## src/sdrpi_defines.vh

```
`ifndef SDRPI_DEFINES_VH
`define SDRPI_DEFINES_VH

// ----------------------------------------
// Command codes on {ras_n, cas_n, we_n}
// ----------------------------------------
`define SDRPI_CMD_MRS 3'h0
`define SDRPI_CMD_REF 3'h1
`define SDRPI_CMD_PRE 3'h2
`define SDRPI_CMD_ACT 3'h3
`define SDRPI_CMD_WR 3'h4
`define SDRPI_CMD_RD 3'h5
`define SDRPI_CMD_BST 3'h6
`define SDRPI_CMD_NOP 3'h7

// ----------------------------------------
// Widths and field positions
// ----------------------------------------
`define SDRPI_ADDR_W 13
`define SDRPI_COL_W 10
`define SDRPI_LANES 8
`define SDRPI_DATA_W 64
`define SDRPI_AP_BIT 10
`define SDRPI_BL_MSB 2
`define SDRPI_BL_LSB 0
`define SDRPI_PWR_W 5

// ----------------------------------------
// Reset values, counts and device address
// ----------------------------------------
`define SDRPI_MODE_RST 13'h0000
`define SDRPI_FULL_PAGE 11'h400
`define SDRPI_SPD_DEV 7'h50

`endif

```

## src/sdrpi_rank.v

```verilog
`timescale 1ns/1ns
`include "sdrpi_defines.vh"

module sdrpi_rank (
  // Clock and reset
  input wire clk_in,
  input wire rst_n_in,
  // Pins of this rank, all captured except cke_pin_in, and burst length
  input wire cke_pin_in,
  input wire cke_ff_in,
  input wire sel_in,
  input wire [2:0] cmd_in,
  input wire [1:0] bank_in,
  input wire ap_in,
  input wire [10:0] blen_in,
  // State
  output wire run_out,
  output wire [4:0] pwr_out,
  output wire [3:0] open_out,
  output wire burst_out,
  output wire burst_wr_out
);

  // ----------------------------------------
  // Power states
  // ----------------------------------------
  localparam [4:0] ST_RUN = 5'h01;
  localparam [4:0] ST_SUSP = 5'h02;
  localparam [4:0] ST_PPD = 5'h04;
  localparam [4:0] ST_APD = 5'h08;
  localparam [4:0] ST_SREF = 5'h10;

  reg [4:0] st_ff;
  reg [4:0] nxt_st;
  reg [3:0] open_ff;
  reg [3:0] nxt_open;
  reg [10:0] rem_ff;
  reg [10:0] nxt_rem;
  reg ap_ff;
  reg nxt_ap;
  reg [1:0] apb_ff;
  reg [1:0] nxt_apb;
  reg wr_ff;
  reg nxt_wr;
  wire take;

  assign take = sel_in & cke_ff_in & st_ff[0];
  assign run_out = st_ff[0];
  assign pwr_out = st_ff;
  assign open_out = open_ff;
  assign burst_out = (rem_ff != 11'h000);
  assign burst_wr_out = wr_ff;

  always @* begin
    nxt_st = st_ff;
    nxt_open = open_ff;
    nxt_rem = rem_ff;
    nxt_ap = ap_ff;
    nxt_apb = apb_ff;
    nxt_wr = wr_ff;
    case (st_ff)
      // entry by burst state, refresh command and bank state
      ST_RUN: begin
        if (!cke_ff_in) begin
          if (rem_ff != 11'h000)
            nxt_st = ST_SUSP;
          else if (sel_in && cmd_in == `SDRPI_CMD_REF)
            nxt_st = ST_SREF;
          else if (|open_ff)
            nxt_st = ST_APD;
          else
            nxt_st = ST_PPD;
        end
      end
      ST_SUSP: begin
        if (cke_ff_in)
          nxt_st = ST_RUN;
      end
      ST_PPD, ST_APD, ST_SREF: begin
        if (cke_pin_in)
          nxt_st = ST_RUN;
      end
      default: nxt_st = ST_RUN;
    endcase
    if (st_ff[0] && cke_ff_in && rem_ff != 11'h000) begin
      nxt_rem = rem_ff - 11'h001;
      if (rem_ff == 11'h001 && ap_ff)
        nxt_open[apb_ff] = 1'b0;
    end
    if (take) begin
      case (cmd_in)
        `SDRPI_CMD_ACT: nxt_open[bank_in] = 1'b1;
        `SDRPI_CMD_RD, `SDRPI_CMD_WR: begin
          nxt_rem = blen_in - 11'h001;
          nxt_wr = (cmd_in == `SDRPI_CMD_WR);
          nxt_ap = ap_in;
          nxt_apb = bank_in;
          if (blen_in == 11'h001 && ap_in)
            nxt_open[bank_in] = 1'b0;
        end
        `SDRPI_CMD_BST: nxt_rem = 11'h000;
        `SDRPI_CMD_PRE: begin
          if (ap_in)
            nxt_open = 4'h0;
          else
            nxt_open[bank_in] = 1'b0;
        end
        default: nxt_rem = nxt_rem;
      endcase
    end
  end

  always @(posedge clk_in or negedge rst_n_in) begin
    if (!rst_n_in) begin
      st_ff <= ST_RUN;
      open_ff <= 4'h0;
      rem_ff <= 11'h000;
      ap_ff <= 1'b0;
      apb_ff <= 2'h0;
      wr_ff <= 1'b0;
    end else begin
      st_ff <= nxt_st;
      open_ff <= nxt_open;
      rem_ff <= nxt_rem;
      ap_ff <= nxt_ap;
      apb_ff <= nxt_apb;
      wr_ff <= nxt_wr;
    end
  end

endmodule // sdrpi_rank

```

## src/sdrpi_pin_if.v

```verilog
`timescale 1ns/1ns
`include "sdrpi_defines.vh"

module sdrpi_pin_if (
  // Clock and reset
  input wire clk_in,
  input wire rst_n_in,
  // Command pins
  input wire rank0_select_n_in,
  input wire rank1_select_n_in,
  input wire ras_n_in,
  input wire cas_n_in,
  input wire we_n_in,
  input wire cke0_in,
  input wire cke1_in,
  input wire bank_sel0_in,
  input wire bank_sel1_in,
  input wire [12:0] addr_in,
  // Data pins
  input wire [7:0] byte_lane_mask_in,
  input wire [63:0] data_bus_in,
  output wire [63:0] data_bus_out,
  output wire [7:0] data_bus_oe_out,
  // Presence detect
  input wire spd_scl_in,
  input wire spd_sda_in,
  output wire spd_sda_out,
  output wire spd_sda_oe_out,
  // Array side
  output wire cmd_stb_out,
  output wire [2:0] cmd_code_out,
  output wire cmd_rank_out,
  output wire [1:0] cmd_bank_out,
  output wire [12:0] cmd_addr_out,
  output wire cmd_ap_out,
  output wire [12:0] mode_op_out,
  output wire [7:0] beat_wr_out,
  output wire beat_rd_out,
  output wire beat_rank_out,
  output wire [1:0] beat_bank_out,
  output wire [9:0] beat_col_out,
  output wire [63:0] beat_data_out,
  input wire [63:0] rd_data_in,
  // Status
  output wire [7:0] bank_open_out,
  output wire [4:0] pwr_state0_out,
  output wire [4:0] pwr_state1_out,
  output wire [1:0] in_buf_en_out
);

  // ----------------------------------------
  // Pin capture
  // ----------------------------------------
  reg [1:0] cs_n_ff;
  reg [2:0] cmd_ff;
  reg [1:0] cke_ff;
  reg [1:0] bank_ff;
  reg [12:0] addr_ff;
  reg [7:0] mask_ff;
  reg [7:0] mask_d1_ff;
  reg [63:0] wdata_ff;
  reg [12:0] mode_ff;
  wire run0, run1, bst0, bst1, bwr0, bwr1;
  wire [3:0] open0, open1;
  wire [4:0] pwr0, pwr1;
  wire [1:0] buf_en;

  assign buf_en = {pwr1[0] | pwr1[1], pwr0[0] | pwr0[1]};

  always @(posedge clk_in or negedge rst_n_in) begin
    if (!rst_n_in) begin
      cs_n_ff <= 2'h3;
      cmd_ff <= `SDRPI_CMD_NOP;
      // Live enable out of reset, else a false power-down follows release
      cke_ff <= 2'h3;
      bank_ff <= 2'h0;
      addr_ff <= 13'h0000;
      mask_ff <= 8'h00;
      mask_d1_ff <= 8'h00;
      wdata_ff <= 64'h0;
    end else begin
      cs_n_ff[0] <= buf_en[0] ? rank0_select_n_in : 1'b1;
      cs_n_ff[1] <= buf_en[1] ? rank1_select_n_in : 1'b1;
      cmd_ff <= {ras_n_in, cas_n_in, we_n_in};
      cke_ff <= {cke1_in, cke0_in};
      bank_ff <= {bank_sel1_in, bank_sel0_in};
      addr_ff <= addr_in;
      mask_ff <= byte_lane_mask_in;
      mask_d1_ff <= mask_ff;
      wdata_ff <= data_bus_in;
    end
  end

  // ----------------------------------------
  // Rank trackers
  // ----------------------------------------
  reg [10:0] blen;

  always @* begin
    case (mode_ff[`SDRPI_BL_MSB:`SDRPI_BL_LSB])
      3'h0: blen = 11'h001;
      3'h1: blen = 11'h002;
      3'h2: blen = 11'h004;
      3'h3: blen = 11'h008;
      3'h7: blen = `SDRPI_FULL_PAGE;
      default: blen = 11'h001;
    endcase
  end

  sdrpi_rank u_rank0 (
    .clk_in(clk_in),
    .rst_n_in(rst_n_in),
    .cke_pin_in(cke0_in),
    .cke_ff_in(cke_ff[0]),
    .sel_in(~cs_n_ff[0]),
    .cmd_in(cmd_ff),
    .bank_in(bank_ff),
    .ap_in(addr_ff[`SDRPI_AP_BIT]),
    .blen_in(blen),
    .run_out(run0),
    .pwr_out(pwr0),
    .open_out(open0),
    .burst_out(bst0),
    .burst_wr_out(bwr0)
  );

  sdrpi_rank u_rank1 (
    .clk_in(clk_in),
    .rst_n_in(rst_n_in),
    .cke_pin_in(cke1_in),
    .cke_ff_in(cke_ff[1]),
    .sel_in(~cs_n_ff[1]),
    .cmd_in(cmd_ff),
    .bank_in(bank_ff),
    .ap_in(addr_ff[`SDRPI_AP_BIT]),
    .blen_in(blen),
    .run_out(run1),
    .pwr_out(pwr1),
    .open_out(open1),
    .burst_out(bst1),
    .burst_wr_out(bwr1)
  );

  // ----------------------------------------
  // Command decode and beats
  // ----------------------------------------
  wire take0, take1, take_any, is_rw, cont, beat, beat_wr;
  reg [9:0] col_ff;
  reg brank_ff;
  reg [1:0] bbank_ff;

  // edge counts only with enable high
  assign take0 = ~cs_n_ff[0] & cke_ff[0] & run0;
  assign take1 = ~cs_n_ff[1] & cke_ff[1] & run1;
  assign take_any = take0 | take1;
  assign is_rw = take_any & (cmd_ff == `SDRPI_CMD_RD | cmd_ff == `SDRPI_CMD_WR);
  assign cont = (bst0 & run0 & cke_ff[0]) | (bst1 & run1 & cke_ff[1]);
  assign beat = is_rw | cont;
  assign beat_wr = is_rw ? (cmd_ff == `SDRPI_CMD_WR) : (bst0 ? bwr0 : bwr1);

  reg cmd_stb_ff;
  reg [2:0] cmd_code_ff;
  reg cmd_rank_ff;
  reg [1:0] cmd_bank_ff;
  reg [12:0] cmd_addr_ff;
  reg cmd_ap_ff;
  reg [7:0] beat_wr_ff;
  reg beat_rd_ff;
  reg beat_rank_ff;
  reg [1:0] beat_bank_ff;
  reg [9:0] beat_col_ff;
  reg [63:0] beat_data_ff;
  reg [63:0] dq_out_ff;
  reg [7:0] dq_oe_ff;
  reg [7:0] open_all_ff;
  reg [4:0] pwr0_ff, pwr1_ff;
  reg [1:0] buf_en_ff;
  wire [9:0] cur_col;

  assign cur_col = is_rw ? addr_ff[`SDRPI_COL_W-1:0] : col_ff;

  always @(posedge clk_in or negedge rst_n_in) begin
    if (!rst_n_in) begin
      mode_ff <= `SDRPI_MODE_RST;
      cmd_stb_ff <= 1'b0;
      cmd_code_ff <= `SDRPI_CMD_NOP;
      cmd_rank_ff <= 1'b0;
      cmd_bank_ff <= 2'h0;
      cmd_addr_ff <= 13'h0000;
      cmd_ap_ff <= 1'b0;
      col_ff <= 10'h000;
      brank_ff <= 1'b0;
      bbank_ff <= 2'h0;
      beat_wr_ff <= 8'h00;
      beat_rd_ff <= 1'b0;
      beat_rank_ff <= 1'b0;
      beat_bank_ff <= 2'h0;
      beat_col_ff <= 10'h000;
      beat_data_ff <= 64'h0;
      dq_out_ff <= 64'h0;
      dq_oe_ff <= 8'h00;
      open_all_ff <= 8'h00;
      pwr0_ff <= 5'h01;
      pwr1_ff <= 5'h01;
      buf_en_ff <= 2'h3;
    end else begin
      cmd_stb_ff <= take_any & (cmd_ff != `SDRPI_CMD_NOP);
      cmd_code_ff <= cmd_ff;
      cmd_rank_ff <= ~take0;
      cmd_bank_ff <= bank_ff;
      cmd_addr_ff <= addr_ff;
      cmd_ap_ff <= addr_ff[`SDRPI_AP_BIT];
      if (take_any && cmd_ff == `SDRPI_CMD_MRS)
        mode_ff <= addr_ff;
      if (is_rw) begin
        brank_ff <= ~take0;
        bbank_ff <= bank_ff;
      end
      if (beat)
        col_ff <= cur_col + 10'h001;
      beat_wr_ff <= (beat && beat_wr) ? ~mask_ff : 8'h00;
      beat_rd_ff <= beat & ~beat_wr;
      beat_rank_ff <= is_rw ? ~take0 : brank_ff;
      beat_bank_ff <= is_rw ? bank_ff : bbank_ff;
      beat_col_ff <= cur_col;
      beat_data_ff <= wdata_ff;
      dq_out_ff <= rd_data_in;
      // lane floats two clocks after mask
      dq_oe_ff <= beat_rd_ff ? ~mask_d1_ff : 8'h00;
      open_all_ff <= {open1, open0};
      pwr0_ff <= pwr0;
      pwr1_ff <= pwr1;
      buf_en_ff <= buf_en;
    end
  end

  // ----------------------------------------
  // Presence-detect serial slave
  // ----------------------------------------
  localparam [4:0] I_IDLE = 5'h01;
  localparam [4:0] I_RECV = 5'h02;
  localparam [4:0] I_ACK = 5'h04;
  localparam [4:0] I_SEND = 5'h08;
  localparam [4:0] I_RACK = 5'h10;

  reg [2:0] scl_sync_ff, sda_sync_ff;
  reg scl_f_ff, sda_f_ff;
  reg [4:0] i_st_ff;
  reg [7:0] sh_ff;
  reg [3:0] cnt_ff;
  reg [1:0] nbyte_ff;
  reg rw_ff;
  reg [7:0] ptr_ff;
  reg oe_ff;
  reg [7:0] spd_mem [0:255];
  wire scl_n, sda_n, scl_rise, scl_fall, start, stop;

  // Filtered value moves only when stages two and three agree
  assign scl_n = (scl_sync_ff[1] == scl_sync_ff[2]) ? scl_sync_ff[2] : scl_f_ff;
  assign sda_n = (sda_sync_ff[1] == sda_sync_ff[2]) ? sda_sync_ff[2] : sda_f_ff;
  assign scl_rise = scl_n & ~scl_f_ff;
  assign scl_fall = ~scl_n & scl_f_ff;
  assign start = scl_n & scl_f_ff & sda_f_ff & ~sda_n;
  assign stop = scl_n & scl_f_ff & ~sda_f_ff & sda_n;

  // Storage has no reset; host writes before trusting reads
  always @(posedge clk_in) begin
    if (scl_fall && i_st_ff == I_RECV && cnt_ff == 4'h8 && nbyte_ff == 2'h2 && !rw_ff)
      spd_mem[ptr_ff] <= sh_ff;
  end

  // two-way data line on host clock
  always @(posedge clk_in or negedge rst_n_in) begin
    if (!rst_n_in) begin
      scl_sync_ff <= 3'h7;
      sda_sync_ff <= 3'h7;
      scl_f_ff <= 1'b1;
      sda_f_ff <= 1'b1;
      i_st_ff <= I_IDLE;
      sh_ff <= 8'h00;
      cnt_ff <= 4'h0;
      nbyte_ff <= 2'h0;
      rw_ff <= 1'b0;
      ptr_ff <= 8'h00;
      oe_ff <= 1'b0;
    end else begin
      scl_sync_ff <= {scl_sync_ff[1:0], spd_scl_in};
      sda_sync_ff <= {sda_sync_ff[1:0], spd_sda_in};
      scl_f_ff <= scl_n;
      sda_f_ff <= sda_n;
      if (start) begin
        i_st_ff <= I_RECV;
        cnt_ff <= 4'h0;
        nbyte_ff <= 2'h0;
        oe_ff <= 1'b0;
      end else if (stop) begin
        i_st_ff <= I_IDLE;
        oe_ff <= 1'b0;
      end else if (scl_rise) begin
        if (i_st_ff == I_RECV && cnt_ff != 4'h8) begin
          sh_ff <= {sh_ff[6:0], sda_n};
          cnt_ff <= cnt_ff + 4'h1;
        end
        // Host not acknowledging ends the read
        if (i_st_ff == I_RACK && sda_n)
          i_st_ff <= I_IDLE;
      end else if (scl_fall) begin
        case (i_st_ff)
          I_RECV: begin
            if (cnt_ff == 4'h8) begin
              cnt_ff <= 4'h0;
              if (nbyte_ff == 2'h0 && sh_ff[7:1] != `SDRPI_SPD_DEV) begin
                i_st_ff <= I_IDLE;
              end else begin
                oe_ff <= 1'b1;
                i_st_ff <= I_ACK;
                if (nbyte_ff == 2'h0)
                  rw_ff <= sh_ff[0];
                else if (nbyte_ff == 2'h1)
                  ptr_ff <= sh_ff;
                else
                  ptr_ff <= ptr_ff + 8'h01;
                if (nbyte_ff != 2'h2)
                  nbyte_ff <= nbyte_ff + 2'h1;
              end
            end
          end
          I_ACK, I_RACK: begin
            if (rw_ff) begin
              sh_ff <= spd_mem[ptr_ff];
              oe_ff <= ~spd_mem[ptr_ff][7];
              cnt_ff <= 4'h1;
              i_st_ff <= I_SEND;
            end else begin
              oe_ff <= 1'b0;
              i_st_ff <= I_RECV;
            end
          end
          I_SEND: begin
            if (cnt_ff == 4'h8) begin
              oe_ff <= 1'b0;
              ptr_ff <= ptr_ff + 8'h01;
              i_st_ff <= I_RACK;
            end else begin
              oe_ff <= ~sh_ff[6];
              sh_ff <= {sh_ff[6:0], 1'b0};
              cnt_ff <= cnt_ff + 4'h1;
            end
          end
          default: i_st_ff <= I_IDLE;
        endcase
      end
    end
  end

  // ----------------------------------------
  // Outputs
  // ----------------------------------------
  assign data_bus_out = dq_out_ff;
  assign data_bus_oe_out = dq_oe_ff;
  assign spd_sda_out = 1'b0;
  assign spd_sda_oe_out = oe_ff;
  assign cmd_stb_out = cmd_stb_ff;
  assign cmd_code_out = cmd_code_ff;
  assign cmd_rank_out = cmd_rank_ff;
  assign cmd_bank_out = cmd_bank_ff;
  assign cmd_addr_out = cmd_addr_ff;
  assign cmd_ap_out = cmd_ap_ff;
  assign mode_op_out = mode_ff;
  assign beat_wr_out = beat_wr_ff;
  assign beat_rd_out = beat_rd_ff;
  assign beat_rank_out = beat_rank_ff;
  assign beat_bank_out = beat_bank_ff;
  assign beat_col_out = beat_col_ff;
  assign beat_data_out = beat_data_ff;
  assign bank_open_out = open_all_ff;
  assign pwr_state0_out = pwr0_ff;
  assign pwr_state1_out = pwr1_ff;
  assign in_buf_en_out = buf_en_ff;

endmodule // sdrpi_pin_if

```

## config.mk

```make
export PLATFORM = sky130hd
export DESIGN_NAME = sdrpi_pin_if
export DESIGN_NICKNAME = d
export VERILOG_FILES = /design/src/sdrpi_rank.v /design/src/sdrpi_pin_if.v
export VERILOG_INCLUDE_DIRS = /design/src
export SDC_FILE = /design/constraint.sdc
export NUM_CORES = 2
export LEC_CHECK = 0
export BUFFER_PORTS_ARGS = -buffer_cell sky130_fd_sc_hd__buf_2
export CAP_MARGIN = 10
export CORE_AREA = 2 2 518 520
export CTS_CLUSTER_DIAMETER = 50
export DETAILED_ROUTE_END_ITERATION = 6
export DIE_AREA = 0 0 520 522
export PLACE_DENSITY = 0.5
export REMOVE_ABC_BUFFERS = 1
export SLEW_MARGIN = 20
export SYNTH_ARGS = -nofsm -noshare
export SYNTH_HDL_FRONTEND = slang
export SYNTH_SLANG_ARGS = --single-unit
```

## constraint.sdc

```tcl
create_clock -name clk_in -period 5 [get_ports clk_in]
set_clock_uncertainty 0.1 [all_clocks]
set_input_delay 0.75 -clock clk_in [delete_from_list [all_inputs] [get_ports clk_in]]
set_output_delay 0.75 -clock clk_in [all_outputs]
set_load 0.02 [all_outputs]
```

==> results.cfg <==
[power_and_ir_drop]
power.density_nw_per_um2 = 454.4
total_power_w = 0.05100
leakage_nw = 37.77
ir_worst_vdd_mv = 0.3369

[synth]
synth_flop_cell = edfxtp_1
netlist_area_um2 = 92820
ys_types = 77
ys_seq_area_frac = 0.7729
synth_compound_area_frac = 0.02833
synth_edf_count = 2048
syn_avg_cell_area_um2 = 20.32
yosys_register_bits = 2456
synth_top_family_by_area = multiplexers
ys_warn_count = 0
synthMuxAreaShare = 0.1421
synth_xor_area_frac = 0.002736
synth_simple_gate_area_frac = 0.03509
ys_async_sr_fraction = 0.1661
synthCells = 4567
synthAdderAreaFrac = 0.002534

[routing]
viasPerCell = 5.310
firstDrtPassIters = 7
wire_per_inst_um = 29.71
drt-total-wl_um = 277300
drtIter0Drc = 5304
vias = 49560
remaining_drc_errors = 163
antenna_left = 0

[clock_tree]
cts_sinks = 2456
cts.path.max_buffers = 4
tritoncts.num_buffers = 294
clk_pin_slew_worst_paths_ns = 0.06
tritoncts = done
htreeDepth = 5
clock_latency_ns = 0.86
cts_root_buf = clkbuf_16
cts.repair.resized = 0

[status]
status = finished, violations left
violations = design-rule violations

[global_routing]
grtUsageTotal = 0.2008
grt_pass1_vias = 50240
grt_pass1_wl_um = 389700
grt_max_degree = 164
grt_antenna_before_repair = 14
gr-total-overflow = 0

[placement]
place.port_buffers = 374
hpwl_um = 175700
place_congestion = 0.8707

[timing]
setup_viol = 0
slew_viol_final = 0
max_slew_margin = 0.2154
rsz0062_at_grt = no
worst_pin_slew_ns = 1.177
fin_crit_sh = 0.8885
period_needed_ns = 4.443
fmax_mhz = 225.1
hold_violations = 0
finalSetupTns_ns = 0

[cells_and_area]
final_common_cell = edfxtp_1
nNetsFinal = 5718
nFillCells = 23340
regArea_um2 = 71790
multiInputGateArea_um2 = 19660
final_layout_size_suffix_gt1_frac = 0.3204
syn_to_final_growth_pct = 20.90
layout_common_cells = 2048 x edfxtp_1, 528 x mux4_2, 373 x buf_2

[floorplanning]
rows = 190
initial_core_util = 0.3483
dieArea_um2 = 271400
design.core.area_um2 = 266500
ios = 376
fp.dieH_um = 522
die_w_um = 520

[run]
drv_cap = 0

[setup_path]
crit_type = reg -> reg
end_kind = register
worstPathArrival_ns = 4.81
critPathRequiredTime_ns = 5.37
crit_fanout = 16
crit_path_start_kind = register

[hold_path]
min_path_type = in -> reg
## metrics by stage
step	setup WS, ns	utilization	instance area (µm²)	hold slack [ns]	std cells
3_5_place_dp	0.6626	0.3795	101100	0.2356	8636
4_1_cts	0.6601	0.4208	112200	0.003485	9316
2_1_floorplan	-20.36	-	91430	0.2312	4323
5_1_grt	0.3557	0.4211	112200	0.01342	9331
6_report	0.5573	0.4211	112200	0.06016	9333
3_3_place_gp	0.6670	0.3795	101100	0.2311	8636
## power by group
group          leakage, nW  switching, W  total [W]  internal [W]
Clock                 4.60       0.00861     0.0208        0.0122
Sequential            23.5      0.000879     0.0259        0.0251
Combinational         9.68       0.00336    0.00423      0.000871
## cell families after synthesis
logic type               count (synthesis)
other                                    1
flip-flops                            2456
AO/OA/AOI/OAI                          394
buffers and inverters                  277
AND/OR/NAND/NOR                        737
adder cells (fa/ha/maj)                 19
multiplexers                           654
XOR/XNOR                                29
## registers in the layout, indices dropped and copies added (netlist names), 8 cells and up
register	cells
wdata_ff	64
u_rank0.rem_ff	11
addr_ff	13
beat_wr_out	8
mode_op_out	13
col_ff	10
mask_ff	8
data_bus_oe_out	8
cmd_addr_out	13
beat_col_out	10
beat_data_out	64
mask_d1_ff	8
sh_ff	8
ptr_ff	8
spd_mem	2048
bank_open_out	8
data_bus_out	64
u_rank1.rem_ff	11
## metal layers
layer / part of all wire / GRT usage
met5: 0.00011 / 0
met4: 0.029 / 0.06334
met1: 0.41 / 0.2727
met3: 0.078 / 0.04135
met2: 0.48 / 0.3246
## critical path, stage by stage, from the launching register on
cell	delay [ns]
dfrtp_1	0.43
inv_1	0.09
ha_1	0.15
and3b_1	0.31
nand2_1	0.17
nor2_1	0.15
nand3b_1	0.69
nor2_1	0.54
nand2_1	0.55
nor2_1	0.86
## cell type report
type,instances,area share
Timing Repair Buffer,919,0.05981
Multi-Input combinational cell,1834,0.1752
Tap cell,3552,0.03960
Sequential cell,2456,0.6397
Clock inverter,160,0.01372
Antenna cell,16,0.0003568
Clock buffer,363,0.07045
Inverter,33,0.001148
## path summary, 6_finish.rpt
| path | from | end | slack (ns) | depth (start not counted) |
|---|---|---|---|---|
| worst max-delay path | cnt_ff[0] | spd_mem[95][7] | 0.56 | 9 |
| worst min-delay path | rd_data_in[30] | data_bus_out[30] | 0.06 | 1 |
| worst max register to register | cnt_ff[0] | spd_mem[95][7] | 0.56 | 9 |
| worst min register to register | wdata_ff[5] | beat_data_out[5] | 0.23 | 0 |
| max in group asynchronous | rst_n_in | ptr_ff[3] | 3.15 | 3 |
| min in group asynchronous | rst_n_in | beat_data_out[46] | 0.41 | 2 |
## synthesized netlist by cell type (21+ instances only)
| master | number | area, µm² |
|---|---|---|
| mux2_2 | 26 | 292.8 |
| edfxtp_1 | 2048 | 61500 |
| buf_2 | 48 | 240.2 |
| a22oi_1 | 72 | 540.5 |
| nand2_1 | 191 | 716.9 |
| a21oi_1 | 64 | 320.3 |
| buf_6 | 22 | 247.7 |
| dfstp_2 | 25 | 656.9 |
| nand3_1 | 37 | 185.2 |
| mux4_2 | 528 | 11890 |
| o22ai_1 | 33 | 206.5 |
| inv_1 | 32 | 120.1 |
| buf_4 | 57 | 427.9 |
| nor3_1 | 23 | 115.1 |
| xnor2_1 | 21 | 183.9 |
| a221oi_1 | 24 | 210.2 |
| o21ai_0 | 83 | 415.4 |
| nor2_1 | 347 | 1303 |
| mux2i_1 | 99 | 991.0 |
| dfrtp_1 | 383 | 9584 |
| clkbuf_1 | 99 | 371.6 |
## timing repair
action | in CTS | in global routing
hold buffers | 157 | 0
endpoints found under the hold margin | 255 | 0
endpoints found under the setup margin | 0 | 0
buffers inserted | 0 | 0
Power figures use the tool's default switching activity.
